<file path="config.mk">
export PLATFORM = sky130hd
export DESIGN_NAME = tci_timer
export DESIGN_NICKNAME = d
export VERILOG_FILES = /design/src/logic/tci_pkg.sv /design/src/logic/tci_sync.sv /design/src/logic/tci_timer.sv
export SDC_FILE = /design/constraint.sdc
export NUM_CORES = 1
export LEC_CHECK = 0
export ABC_AREA = 0
export BUFFER_PORTS_ARGS = -buffer_cell sky130_fd_sc_hd__buf_2
export CORE_MARGIN = 2
export CORE_UTILIZATION = 30
export CTS_CLUSTER_SIZE = 16
export DETAILED_ROUTE_END_ITERATION = 12
export HOLD_SLACK_MARGIN = 0.02
export PLACE_DENSITY_LB_ADDON = 0.1
export SLEW_MARGIN = 5
export SYNTH_ARGS = -nofsm -noshare
export SYNTH_HDL_FRONTEND = slang
export SYNTH_SLANG_ARGS = --single-unit
</file>
<file path="constraint.sdc">
create_clock -name core_clk -period 14.2 [get_ports core_clk]
set_input_delay 0.71 -clock core_clk [delete_from_list [all_inputs] [get_ports core_clk]]
set_output_delay 0.71 -clock core_clk [all_outputs]
set_load 0.02 [all_outputs]
</file>
<file path="src/logic/tci_pkg.sv">
// Constants, types and behaviour list for the three channel interval timer
// Behaviour
// [RL1] Selected, write low, read high: ports 0-2 load counter bytes, port 3 the setup word.
// [RL2] Selected with read low, ports 0-2 drive counter bytes; else bus floats.
// [RL3] Setup word: bits 7:6 channel, 5:4 byte format, 3:1 waveform, 0 decimal.
// [RL4] Channel pick values 0-2 address counters; value 3 is illegal, never sent.
// [RL5] Byte format: 00 latch, 01 low only, 10 high only, 11 low then high.
// [RL6] Waveform field decodes modes 0-5; top bit ignored for modes 2 and 3.
// [RL7] Decimal bit 0 counts 16-bit binary, 1 counts four decimal digits.
// [RL8] Setup word clears the counter to zero; a new count follows in that format.
// [RL9] Two-byte loads come low then high back to back per counter.
// [RL10] Count 0 means 10000H counts; mode 3 count 1 gives 10001H counts.
// [RL11] Mode 0: output low on setup, count after load, high at terminal count.
// [RL12] Mode 0: low gate suspends counting, which resumes when gate returns high.
// [RL13] Mode 0 one-byte: new count halts, restarts with it on the next tick.
// [RL14] Mode 0 two-byte: low byte halts counting, high byte restarts it.
// [RL15] Mode 1: output high on setup; gate rise triggers, output low for count.
// [RL16] Mode 1: runs out regardless of gate; a retrigger reloads the newest count.
// [RL17] Mode 2: output high; start after load with gate high, else on gate rise.
// [RL18] Mode 2: one-tick low pulse every n ticks.
// [RL19] Mode 2: new count takes effect after the current period ends.
// [RL20] Mode 2: low gate forces output high and halts; gate rise restarts.
// [RL21] Mode 3: square wave, high (n+1)/2 and low (n-1)/2 ticks for odd n.
// [RL22] Deselected: bus floats, no transfer, internal state kept.
// [RL23] Latch command freezes a copy of the count for reading without disturbing it.
// [RL24] Channels are independent, each with its own tick, gate and output.
// [RL25] Reads return latched copy if pending, else live; low byte before high.
package tci_pkg;
   localparam logic [1:0] PORT_SETUP = 2'h3;
   localparam int CW_PICK = 6;
   localparam int CW_FMT = 4;
   localparam int CW_WAVE = 1;
   localparam int CW_DEC = 0;
   localparam logic [1:0] FMT_LATCH = 2'h0;
   localparam logic [1:0] FMT_LO = 2'h1;
   localparam logic [1:0] FMT_HI = 2'h2;
   localparam logic [1:0] FMT_BOTH = 2'h3;
   localparam logic [2:0] MODE0 = 3'h0;
   localparam logic [2:0] MODE1 = 3'h1;
   localparam logic [2:0] MODE2 = 3'h2;
   localparam logic [2:0] MODE3 = 3'h3;
   localparam logic [2:0] MODE4 = 3'h4;
   localparam logic [2:0] MODE5 = 3'h5;
   localparam logic [15:0] CNT_ONE = 16'h0001;
   localparam logic [15:0] CNT_TWO = 16'h0002;
   localparam logic [18:0] PIN_RST = 19'h70000;

   typedef struct packed {
      logic cs_b;
      logic rd_b;
      logic wr_b;
      logic [1:0] port_select;
      logic [7:0] bus_byte;
   } tci_bus_t;

   typedef struct packed {
      tci_bus_t bus;
      logic [2:0] tick;
      logic [2:0] gate;
   } tci_pins_t;

   typedef struct packed {
      logic [2:0] mode;
      logic [1:0] fmt;
      logic dec;
      logic [15:0] cnt;
      logic [15:0] reload;
      logic [7:0] lsb;
      logic wr_hi;
      logic rd_hi;
      logic [15:0] latched;
      logic lat_v;
      logic run;
      logic pend;
      logic trig;
      logic xtra;
      logic out;
   } tci_chan_t;

   typedef struct packed {
      tci_chan_t [2:0] ch;
      logic wr_v;
      logic [1:0] wr_a;
      logic [7:0] wr_dat;
      logic rd_v;
      logic [1:0] rd_a;
      logic [7:0] dout;
      logic [2:0] tick_q;
      logic [2:0] gate_q;
   } tci_state_t;

   localparam tci_state_t ST_RST = '0;
endpackage

</file>
<file path="src/logic/tci_sync.sv">
// Three stage pin synchroniser with agreement filter
`timescale 1ns/1ns
`default_nettype none
module tci_sync #(
   parameter int W = 1,
   parameter logic [W-1:0] RST = '0
) (
   input wire logic core_clk,
   input wire logic rst_b,
   input wire logic [W-1:0] d,
   output logic [W-1:0] q
);
   logic [W-1:0] s1_q;
   logic [W-1:0] s2_q;
   logic [W-1:0] s3_q;

   always_ff @(posedge core_clk or negedge rst_b) begin
      if (!rst_b) begin
         s1_q <= RST;
         s2_q <= RST;
         s3_q <= RST;
         q <= RST;
      end else begin
         s1_q <= d;
         s2_q <= s1_q;
         s3_q <= s2_q;
         // Only an agreed level passes, so one-cycle glitches never count
         if (s2_q == s3_q) begin
            q <= s3_q;
         end
      end
   end
endmodule
`default_nettype wire

</file>
<file path="src/logic/tci_timer.sv">
// Three channel interval timer with strobed byte bus
`timescale 1ns/1ns
`default_nettype none
module tci_timer (
   input wire logic core_clk,
   input wire logic rst_b,
   input wire tci_pkg::tci_bus_t host_bus,
   input wire logic [2:0] count_tick_in,
   input wire logic [2:0] count_enable_in,
   output logic [7:0] bus_byte_out,
   output logic bus_byte_oe,
   output logic [2:0] waveform_out
);
   import tci_pkg::*;

   logic [1:0] rst_sh;
   logic rst_q;
   tci_pins_t pins;
   tci_state_t s_q;
   tci_state_t s_d;
   logic sel;
   logic wr_commit;
   logic rd_done;
   logic [2:0] tick_fall;
   logic [2:0] gate_rise;

   always_ff @(posedge core_clk or negedge rst_b) begin
      if (!rst_b) begin
         rst_sh <= 2'h0;
      end else begin
         rst_sh <= {rst_sh[0], 1'b1};
      end
   end
   assign rst_q = rst_sh[1];

   // Bus strobes, ticks and gates all arrive unsynchronised
   tci_sync #(
      .W($bits(tci_pins_t)),
      .RST(PIN_RST)
   ) u_sync (
      .core_clk(core_clk),
      .rst_b(rst_q),
      .d({host_bus, count_tick_in, count_enable_in}),
      .q(pins)
   );

   function automatic logic [15:0] dec1(input logic [15:0] v, input logic dec);
      logic [15:0] r;
      logic borrow;
      r = v;
      borrow = 1'b1;
      if (!dec) begin
         r = v - CNT_ONE;
      end else begin
         for (int k = 0; k < 4; k++) begin
            if (borrow) begin
               if (r[4*k+:4] == 4'h0) begin
                  r[4*k+:4] = 4'h9;
               end else begin
                  r[4*k+:4] = r[4*k+:4] - 4'h1;
                  borrow = 1'b0;
               end
            end
         end
      end
      return r;
   endfunction

   function automatic logic [7:0] rd_byte(input tci_chan_t c);
      logic [15:0] src;
      src = c.lat_v ? c.latched : c.cnt; // RL25
      if (c.fmt == FMT_HI || (c.fmt == FMT_BOTH && c.rd_hi)) begin
         return src[15:8];
      end
      return src[7:0];
   endfunction

   assign sel = !pins.bus.cs_b;
   assign wr_commit = s_q.wr_v && pins.bus.wr_b;
   assign rd_done = s_q.rd_v && pins.bus.rd_b;
   assign tick_fall = s_q.tick_q & ~pins.tick;
   assign gate_rise = ~s_q.gate_q & pins.gate;

   always_comb begin
      tci_chan_t c;
      logic g;
      logic done;
      logic [15:0] val;
      logic [15:0] nx;
      logic [2:0] wm;
      c = '0;
      g = 1'b0;
      done = 1'b0;
      val = '0;
      nx = '0;
      wm = '0;
      s_d = s_q;
      s_d.tick_q = pins.tick;
      s_d.gate_q = pins.gate;

      // A transfer is captured while selected and taken when its strobe ends
      if (sel && !pins.bus.wr_b && pins.bus.rd_b) begin // RL1 RL22
         s_d.wr_v = 1'b1;
         s_d.wr_a = pins.bus.port_select;
         s_d.wr_dat = pins.bus.bus_byte;
      end else if (wr_commit) begin
         s_d.wr_v = 1'b0;
      end
      if (sel && !pins.bus.rd_b && pins.bus.wr_b) begin // RL2
         s_d.rd_v = 1'b1;
         s_d.rd_a = pins.bus.port_select;
      end else if (rd_done) begin
         s_d.rd_v = 1'b0;
      end

      for (int i = 0; i < 3; i++) begin // RL24
         c = s_q.ch[i];
         g = pins.gate[i];

         if (tick_fall[i]) begin
            // Strobe modes hold their low pulse for exactly one tick
            if ((c.mode == MODE4 || c.mode == MODE5) && !c.out) begin
               c.out = 1'b1;
            end
            unique case (c.mode)
               MODE0, MODE4: begin
                  c.trig = 1'b0;
                  if (c.pend) begin
                     c.cnt = c.reload;
                     c.pend = 1'b0;
                     c.run = 1'b1;
                  end else if (c.run && g) begin // RL12
                     nx = dec1(c.cnt, c.dec); // RL7
                     c.cnt = nx;
                     if (nx == 16'h0000) begin
                        if (c.mode == MODE0) begin
                           c.out = 1'b1; // RL11
                        end else begin
                           c.out = 1'b0;
                           c.run = 1'b0;
                        end
                     end
                  end
               end
               MODE1, MODE5: begin
                  if (c.trig && c.pend) begin // RL15 RL16
                     c.trig = 1'b0;
                     c.cnt = c.reload;
                     c.run = 1'b1;
                     if (c.mode == MODE1) begin
                        c.out = 1'b0;
                     end
                  end else if (c.run) begin
                     nx = dec1(c.cnt, c.dec);
                     c.cnt = nx;
                     if (nx == 16'h0000) begin // RL10
                        c.run = 1'b0;
                        c.out = (c.mode == MODE1);
                     end
                  end
                  c.trig = 1'b0;
               end
               MODE2: begin
                  if (!g) begin
                     c.out = 1'b1;
                  end else if (c.trig || c.pend) begin // RL17
                     c.cnt = c.reload;
                     c.trig = 1'b0;
                     c.pend = 1'b0;
                     c.run = 1'b1;
                     c.out = 1'b1;
                  end else if (c.run) begin
                     if (c.cnt == CNT_ONE) begin
                        c.cnt = c.reload; // RL19
                        c.out = 1'b1;
                     end else begin
                        nx = dec1(c.cnt, c.dec);
                        c.cnt = nx;
                        c.out = (nx != CNT_ONE); // RL18
                     end
                  end
               end
               MODE3: begin
                  if (!g) begin
                     c.out = 1'b1;
                  end else if (c.trig || c.pend) begin
                     c.cnt = {c.reload[15:1], 1'b0};
                     c.xtra = c.reload[0];
                     c.trig = 1'b0;
                     c.pend = 1'b0;
                     c.run = 1'b1;
                     c.out = 1'b1;
                  end else if (c.run) begin
                     nx = dec1(dec1(c.cnt, c.dec), c.dec);
                     c.cnt = nx;
                     if (nx == 16'h0000) begin
                        // Odd counts stretch the high half by one tick
                        if (c.xtra) begin // RL21
                           c.xtra = 1'b0;
                           c.cnt = CNT_TWO;
                        end else begin
                           c.out = !c.out;
                           c.cnt = {c.reload[15:1], 1'b0};
                           c.xtra = c.reload[0] && c.out; // RL10
                        end
                     end
                  end
               end
               default: c.trig = 1'b0;
            endcase
         end

         // Low gate in modes 2 and 3 acts at once, not at the next tick
         if ((c.mode == MODE2 || c.mode == MODE3) && !g) begin // RL20
            c.out = 1'b1;
         end

         // Set after consume so a gate edge in the same cycle survives
         if (gate_rise[i] && c.mode != MODE0 && c.mode != MODE4) begin
            c.trig = 1'b1;
         end

         done = 1'b0;
         val = c.reload;
         if (wr_commit && s_q.wr_a == 2'(i)) begin
            unique case (c.fmt)
               FMT_LO: begin
                  val = {8'h00, s_q.wr_dat};
                  done = 1'b1;
               end
               FMT_HI: begin
                  val = {s_q.wr_dat, 8'h00};
                  done = 1'b1;
               end
               FMT_BOTH: begin // RL9
                  if (!c.wr_hi) begin
                     c.lsb = s_q.wr_dat;
                     c.wr_hi = 1'b1;
                     if (c.mode == MODE0) begin
                        c.run = 1'b0; // RL14
                     end
                  end else begin
                     val = {s_q.wr_dat, c.lsb};
                     c.wr_hi = 1'b0;
                     done = 1'b1;
                  end
               end
               FMT_LATCH: done = 1'b0;
            endcase
         end
         if (done) begin
            c.reload = val;
            unique case (c.mode)
               MODE0, MODE4: begin // RL13
                  c.pend = 1'b1;
                  c.run = 1'b0;
                  if (c.mode == MODE0) begin
                     c.out = 1'b0;
                  end
               end
               MODE1, MODE5: begin
                  c.pend = 1'b1;
               end
               MODE2, MODE3: begin
                  if (!c.run) begin
                     c.pend = 1'b1;
                  end
               end
               default: c.pend = 1'b0;
            endcase
         end

         // Read end first, so a latch or setup word in the same cycle wins
         if (rd_done && s_q.rd_a == 2'(i)) begin // RL25
            if (c.fmt == FMT_BOTH && !c.rd_hi) begin
               c.rd_hi = 1'b1;
            end else begin
               c.rd_hi = 1'b0;
               c.lat_v = 1'b0;
            end
         end

         // Pick value 3 matches no channel and is dropped
         if (wr_commit && s_q.wr_a == PORT_SETUP && s_q.wr_dat[CW_PICK+:2] == 2'(i)) begin // RL4
            if (s_q.wr_dat[CW_FMT+:2] == FMT_LATCH) begin // RL5
               if (!c.lat_v) begin // RL23
                  c.latched = c.cnt;
                  c.lat_v = 1'b1;
                  c.rd_hi = 1'b0;
               end
            end else begin // RL3
               wm = s_q.wr_dat[CW_WAVE+:3];
               if (wm[1]) begin // RL6
                  wm[2] = 1'b0;
               end
               c.mode = wm;
               c.fmt = s_q.wr_dat[CW_FMT+:2];
               c.dec = s_q.wr_dat[CW_DEC];
               c.cnt = 16'h0000; // RL8
               c.run = 1'b0;
               c.pend = 1'b0;
               c.trig = 1'b0;
               c.xtra = 1'b0;
               c.wr_hi = 1'b0;
               c.rd_hi = 1'b0;
               c.lat_v = 1'b0;
               c.out = (wm != MODE0); // RL11 RL15 RL17 RL21
            end
         end

         s_d.ch[i] = c;
      end

      s_d.dout = 8'h00;
      if (pins.bus.port_select != PORT_SETUP) begin
         s_d.dout = rd_byte(s_q.ch[pins.bus.port_select]);
      end
   end

   always_ff @(posedge core_clk or negedge rst_q) begin
      if (!rst_q) begin
         s_q <= ST_RST;
      end else begin
         s_q <= s_d;
      end
   end

   assign bus_byte_out = s_q.dout;
   assign bus_byte_oe = sel && !pins.bus.rd_b && pins.bus.wr_b &&
      pins.bus.port_select != PORT_SETUP; // RL2 RL22
   assign waveform_out = {s_q.ch[2].out, s_q.ch[1].out, s_q.ch[0].out};
endmodule
`default_nettype wire

</file>
==> impl_metrics.tcl, run 1 <==
set metrics [dict create \
    h-tree-depth 2 \
    netlist_area_um2 24760 \
    min_period_ps 6294 \
    synthTopCellsByArea "dfrtp_1 (31%), nand2_1 (5.2%), nor2_1 (4.9%)" \
    fp.dieW_um 291.3 \
    crit_path_cell_trace "inv_1 -> ha_1 -> or3b_1 -> o31ai_1 -> and3_1 -> nor2_1 -> inv_1 -> ha_1 -> nand3b_1 -> nor4_2 -> nand2_1 -> a32o_1 -> nand4bb_1 -> o41ai_2 -> a2111oi_2 -> o31ai_1" \
    cp-start-kind "flip-flop" \
    worst_path_dominant_cell_family "simple AND/OR/NAND/NOR gates" \
    outcome "finished clean" \
    yosys_warnings 0 \
    arrival_ps 6730 \
    detail_route.vias_per_cell 6.144 \
    synthCells 3135 \
    drtPass1Iterations 5 \
    drc_errors 0 \
    yosys.area.top_type_share_pct 30.72 \
    setup_viol 0 \
    synth_compound_area_share_pct 28.78 \
    drt-initial-drc-count 2502 \
    cts_buffers 40 \
    antenna_found_initial 2 \
    critical_path_buf_inv_count 2 \
    skew_ps 23.03 \
    design.die.area_um2 84860 \
    synth_top_family_by_area "compound AO/OA/AOI/OAI gates" \
    hold_viol 0 \
    overflow 0 \
    clk_path_buf_depth 3 \
    fin_crit_sh_pct 44.32 \
    die_h_um 291.3 \
    antennaDiodeCount 0 \
    ys_top_cells_by_count "nand2_1 (340), nor2_1 (324), dfrtp_1 (304)" \
    grt_max_degree 72 \
    cts_tree "done" \
    syn_area_per_cell_um2 7.899 \
    synthAdderAreaFrac_pct 1.011 \
    worst-setup-path-type "reg -> reg" \
    fillers 8611 \
    fin_tns_setup_ps 0 \
    p_leak_nw 10.46 \
    slew_viol_final 0 \
    nets 3053 \
    wl_per_cell_um 27.00 \
    crit_fanout 16 \
    drive_above_1_share_pct 12.19 \
    ios 33 \
    clock-sinks 316 \
    synth.area.mux_share_pct 6.139 \
    hold_class "in -> reg" \
    grt_util_all_layers_pct 25.51 \
    cp_slowest_cell "nand4bb_1" \
    syn-num-nets 3176 \
    synth_seq_area_share_pct 31.99 \
    async_flop_share_pct 100.0 \
    port_buffers 32 \
    synth_simple_gate_area_share_pct 22.78 \
    gp_congestion 0.9583 \
    synth-xor-area-share_pct 3.249 \
    vias 25270 \
    cp_slowest_stage_delay_ps 990 \
    vdd_drop_max_mv 0.07635 \
    coreArea_um2 81850 \
    wirelength_um 111000 \
    relSlewSlack_pct 23.40 \
    row_count 105 \
    p_total_w 0.002046 \
    synth_edf_count 0 \
    path_clk_slew_ps 60 \
    place_area_um2 25760 \
    cts-root-buf "clkbuf_16" \
    cp-end-kind "flip-flop" \
    grt_pass1_wl_um 165400 \
    clk_latency_ps 560 \
    crit_required_ps 14630 \
    yosys.cell_count.top_type "nand2_1" \
    yosysUniqueCellTypes 116 \
    ys_ff_latch 316 \
    final_cell_area_um2 27140 \
    grt_pass1_vias 23850 \
    rsz0062_at_grt "no" \
    synth_top_cell_by_area "dfrtp_1" \
    start_util_pct 30.25 \
    ant_nets 0 \
    cts_resized 0 \
    hpwl_um 79780 \
    synthFlopType "dfrtp_1" \
    tightest_slew_ps 1137 \
    maxCapViolations 0 \
    post-cts-setup-buffers 0 \
    fmaxAchievable_mhz 158.9 \
    power.density_nw_per_um2 75.37 \
    area.growth.synth_to_final_pct 9.611 \
]
## cell usage in the layout, fill, tap and decap left out, types with 40 or more instances in the layout
| master | instances |
|---|---|
| nand2_1 | 340 |
| nor2_1 | 321 |
| dfrtp_1 | 303 |
| a21oi_1 | 224 |
| o21ai_0 | 212 |
| nor3_1 | 108 |
| a211oi_1 | 98 |
| buf_4 | 83 |
| inv_1 | 77 |
| nand3_1 | 74 |
| mux2_2 | 74 |
| xnor2_1 | 67 |
| o211ai_1 | 43 |
| o22ai_1 | 42 |
| a31oi_1 | 42 |
| o21ai_1 | 40 |
| clkbuf_16 | 40 |
## layer usage
metal / track usage [%] / share of wire [%] / wire (µm)
met1: 36.12 / 45 / 49960
met3: 2.772 / 6.5 / 7256
met4: 7.936 / 3.3 / 3662
met2: 40.62 / 45 / 50160
met5: 0 / 0 / 0
## stage by stage
step                hold WS [ps]  utilization [%]  worst slack [ps]  cells
global placement           335.7            31.48              8212   4039
finish                     251.3            33.16              7906   4113
detailed placement         337.2            31.48              7997   4039
CTS                        216.5            33.16              7949   4113
floorplan                  331.2                -              4762   3135
global route               219.7            33.16              7378   4113
## final timing paths
| kind | to | start | slack [ps] | cells past startpoint |
|---|---|---|---|---|
| setup / recovery | s_q[35]$_DFFE_PN0P_ | s_q[76]$_DFF_PN0_ | 7910 | 16 |
| hold / removal | u_sync.s1_q[17]$_DFF_PN1_ | host_bus[11] | 250 | 1 |
| setup reg to reg | s_q[35]$_DFFE_PN0P_ | s_q[76]$_DFF_PN0_ | 7910 | 16 |
| hold reg to reg | u_sync.s2_q[8]$_DFF_PN0_ | u_sync.s1_q[8]$_DFF_PN0_ | 350 | 0 |
| max in group asynchronous | s_q[81]$_DFF_PN0_ | rst_sh[1]$_DFF_PN0_ | 11390 | 2 |
| min in group asynchronous | u_sync.s2_q[3]$_DFF_PN0_ | rst_sh[1]$_DFF_PN0_ | 470 | 0 |
## repair_timing
action / 4_1_cts / 5_1_grt
endpoints found under the hold margin: 2 / 0
hold buffers: 1 / 0
setup endpoints to repair: 0 / 0
## sequential cells by signal, indices dropped and copies added (netlist names)
register and cells:
s_q 227, u_sync.q 19, u_sync.s1_q 19, u_sync.s2_q 19
u_sync.s3_q 19, bus_byte_out 8, waveform_out 3, rst_sh 2
## final cells by class
type	instances	area (µm²)	share of cell area, %
Clock inverter	19	225.2	0.8298
Tap cell	1070	1339	4.932
Inverter	87	326.6	1.203
Clock buffer	54	1144	4.213
Multi-Input combinational cell	2451	15390	56.70
Sequential cell	316	7926	29.20
Timing Repair Buffer	116	793.3	2.923
## cells by family (layout without fill, tap and decap cells)
logic type,count (synthesis),count (layout)
AOI/OAI and AO/OA,1051,1051
xor gates and xnor gates,91,91
adders and majority gates,20,20
buffers and inverters,368,276
DFF,316,316
muxes,125,125
other,1,1
and+or+nand+nor,1163,1163
## report_power, final
| part | total (W) | internal [W] | switching [W] |
|---|---|---|---|
| Sequential | 0.000921 | 0.000911 | 0.0000104 |
| Combinational | 0.0000591 | 0.0000181 | 0.0000410 |
| Clock | 0.00107 | 0.000642 | 0.000424 |
No activity file was read; power rests on OpenSTA's default activity.
==> inputs of run 2 (changes only) <==
ABC_AREA = 1   (was 0)
clock period = 5.7 ns   (was 14.2 ns; I/O delays follow)
==> run 2 against run 1 <==
Net effect: setup slack lost 6900 ps; sequential cell count is the same; final cell count grew 21%; highest routed layer is now met5; global-route usage is essentially flat; combinational power grew to 5.0 times the previous value; register-to-register slack lost 6900 ps; maximum frequency grew 33%; routed wire length shrank 0.43%; largest cell class unchanged; largest power group unchanged; cell area grew 1.1%; critical path type unchanged; die area shrank 0.25%; via count grew 7.2%; sequential share of layout area shrank 0.31 points.
==> impl_metrics.tcl, run 2 <==
set metrics [dict create \
    syn-num-nets 3957 \
    grt_max_degree 115 \
    grt_pass1_vias 25750 \
    vdd_drop_max_mv 0.3374 \
    synth_seq_area_share_pct 32.08 \
    detail_route.vias_per_cell 5.464 \
    yosys_warnings 0 \
    cp-start-kind "flip-flop" \
    synth.area.mux_share_pct 0.4559 \
    fin_crit_sh_pct 83.01 \
    synthCells 3916 \
    fin_tns_setup_ps 0 \
    maxCapViolations 0 \
    nets 3898 \
    cts-root-buf "clkbuf_16" \
    die_h_um 290.9 \
    netlist_area_um2 24700 \
    arrival_ps 5240 \
    slew_viol_final 0 \
    design.die.area_um2 84640 \
    power.density_nw_per_um2 198.7 \
    gp_congestion 0.9283 \
    min_period_ps 4732 \
    tightest_slew_ps 1050 \
    synthTopCellsByArea "dfrtp_1 (31%), nand2_1 (17%), o21ai_0 (7.6%)" \
    synth_compound_area_share_pct 18.72 \
    layout_common_cells "nand2_1 (1133), nor2_1 (460), o21ai_0 (373)" \
    drt-initial-drc-count 2781 \
    h-tree-depth 2 \
    grt_pass1_wl_um 166900 \
    port_buffers 32 \
    async_flop_share_pct 100.0 \
    crit_required_ps 6210 \
    start_util_pct 30.18 \
    wl_per_cell_um 22.29 \
    yosysUniqueCellTypes 56 \
    vias 27100 \
    clk_path_buf_depth 3 \
    hold_viol 0 \
    grt_util_all_layers_pct 25.55 \
    largest_reg_flops 227 \
    setup_viol 0 \
    synthAdderAreaFrac_pct 1.013 \
    cp_slowest_stage_delay_ps 670 \
    synth_edf_count 0 \
    ant_nets 0 \
    overflow 0 \
    p_leak_nw 12.35 \
    clock-sinks 316 \
    area.growth.synth_to_final_pct 11.07 \
    yosys.area.top_type_share_pct 30.80 \
    cts_tree "done" \
    cts_resized 0 \
    outcome "finished clean" \
    top_register "s_q" \
    crit_top_cell "nand2_1" \
    synth-xor-area-share_pct 0.8865 \
    cp-end-kind "flip-flop" \
    place_area_um2 25740 \
    worst_path_dominant_cell_family "simple AND/OR/NAND/NOR gates" \
    synth_simple_gate_area_share_pct 37.68 \
    cts_buffers 40 \
    ys_top_cells_by_count "nand2_1 (1133), nor2_1 (469), o21ai_0 (373)" \
    fp.dieW_um 290.9 \
    post-cts-setup-buffers 0 \
    cp_slowest_cell "nor2_2" \
    drtPass1Iterations 6 \
    path_clk_slew_ps 70 \
    clk_latency_ps 580 \
    drc_errors 0 \
    row_count 105 \
    critical_path_buf_inv_count 2 \
    crit_fanout 13 \
    yosys.cell_count.top_type "nand2_1" \
    worst-setup-path-type "reg -> reg" \
    crit_path_cell_trace "nor2_2 -> nand2_1 -> nor2_1 -> nand2_1 -> nand2_1 -> nand2_1 -> inv_1 -> ha_1 -> nand3_1 -> nor2_1 -> nand3_1 -> nand2_1 -> inv_1 -> nand2_1 -> nand2_1 -> nor2_2 -> nand4_1 -> nand3_1 -> nand2_1 -> nand2_1 -> nand2_1 -> nand2_1 -> nand3_1 -> nand2_1" \
    coreArea_um2 81850 \
    postCtsHoldBufs 21 \
    rsz0062_at_grt "no" \
    relSlewSlack_pct 29.90 \
    holdWs_ps 340.8 \
    hold_class "in -> reg" \
    fmaxAchievable_mhz 211.3 \
    synth_top_cell_by_area "dfrtp_1" \
    synth_top_family_by_area "simple AND/OR/NAND/NOR gates" \
    antenna_found_initial 4 \
    skew_ps 29.56 \
    synthFlopType "dfrtp_1" \
    wirelength_um 110600 \
    final_cell_area_um2 27430 \
    ys_ff_latch 316 \
    final_common_cell "nand2_1" \
    ios 33 \
    syn_area_per_cell_um2 6.307 \
    drive_above_1_share_pct 7.898 \
    hpwl_um 79010 \
]
## run 2: cell types whose count changed after synthesis, moves of 36 or more
cell / before / now
nor2_1: 324 / 469
nor3_1: 109 / 51
clkbuf_1: 221 / 150
a2111oi_0: 9 / 55
inv_1: 77 / 334
mux2i_1: 36 / 0
xnor2_1: 67 / 8
a211oi_1: 98 / 16
mux2_2: 74 / 10
nand3_1: 74 / 329
a31oi_1: 42 / 5
nand2_1: 340 / 1133
nand2_2: 0 / 36
o21ai_0: 212 / 373
## run 2: power breakdown
group	switching (W)	internal [W]
clock network	0.00113	0.00173
logic	0.000215	0.0000803
registers	0.0000260	0.00227
## run 2: path summary, 6_finish.rpt
kind / start / end / slack [ps] / cells past startpoint
setup reg to reg: s_q[220]$_DFF_PN0_ / s_q[184]$_DFFE_PN0P_ / 970 / 24
hold reg to reg: u_sync.s1_q[5]$_DFF_PN0_ / u_sync.s2_q[5]$_DFF_PN0_ / 340 / 0
setup / recovery: s_q[220]$_DFF_PN0_ / s_q[184]$_DFFE_PN0P_ / 970 / 24
max in group asynchronous: rst_sh[1]$_DFF_PN0_ / u_sync.s2_q[1]$_DFF_PN0_ / 4080 / 1
hold / removal: host_bus[7] / u_sync.s1_q[13]$_DFF_PN0_ / 340 / 2
min in group asynchronous: rst_sh[1]$_DFF_PN0_ / s_q[204]$_DFFE_PN0P_ / 360 / 0
## run 2: cell families after synthesis
kind of cell | after synthesis
simple gates | 2172
compound gates | 808
buf+inv | 564
flops | 316
xor+xnor | 25
fa+ha+maj | 20
mux | 10
other cells | 1
## run 2: per-layer routing
layer / vias up / global-route usage [%] / part of all wire, % / routed length (µm)
met5: - / 0 / 0.012 / 13
met4: 2 / 8.025 / 3.2 / 3558
met3: 197 / 3.085 / 6.2 / 6832
met2: 1056 / 40.65 / 45 / 49720
met1: 12960 / 36.02 / 46 / 50430
li1: 12890 / - / - / -
## run 2: metrics by stage
step           cells  setup slack, ps  total power (W)  util (%)
2_1_floorplan   3916            541.8         0.002517         -
3_3_place_gp    4864             1012         0.002623     31.45
3_5_place_dp    4864             1135         0.002621     31.45
4_1_cts         4957             1093         0.005532     33.51
5_1_grt         4957            673.2         0.005647     33.51
6_report        4960            968.2         0.005450     33.52
## run 2: cell type report
cell class | count | area, µm²
Fill cell | 9069 | 54410
Multi-Input combinational cell | 3036 | 14560
Sequential cell | 316 | 7926
Tap cell | 1070 | 1339
Inverter | 356 | 1336
Clock buffer | 54 | 1166
Timing Repair Buffer | 107 | 788.3
Clock inverter | 18 | 307.8
Antenna cell | 3 | 7.507
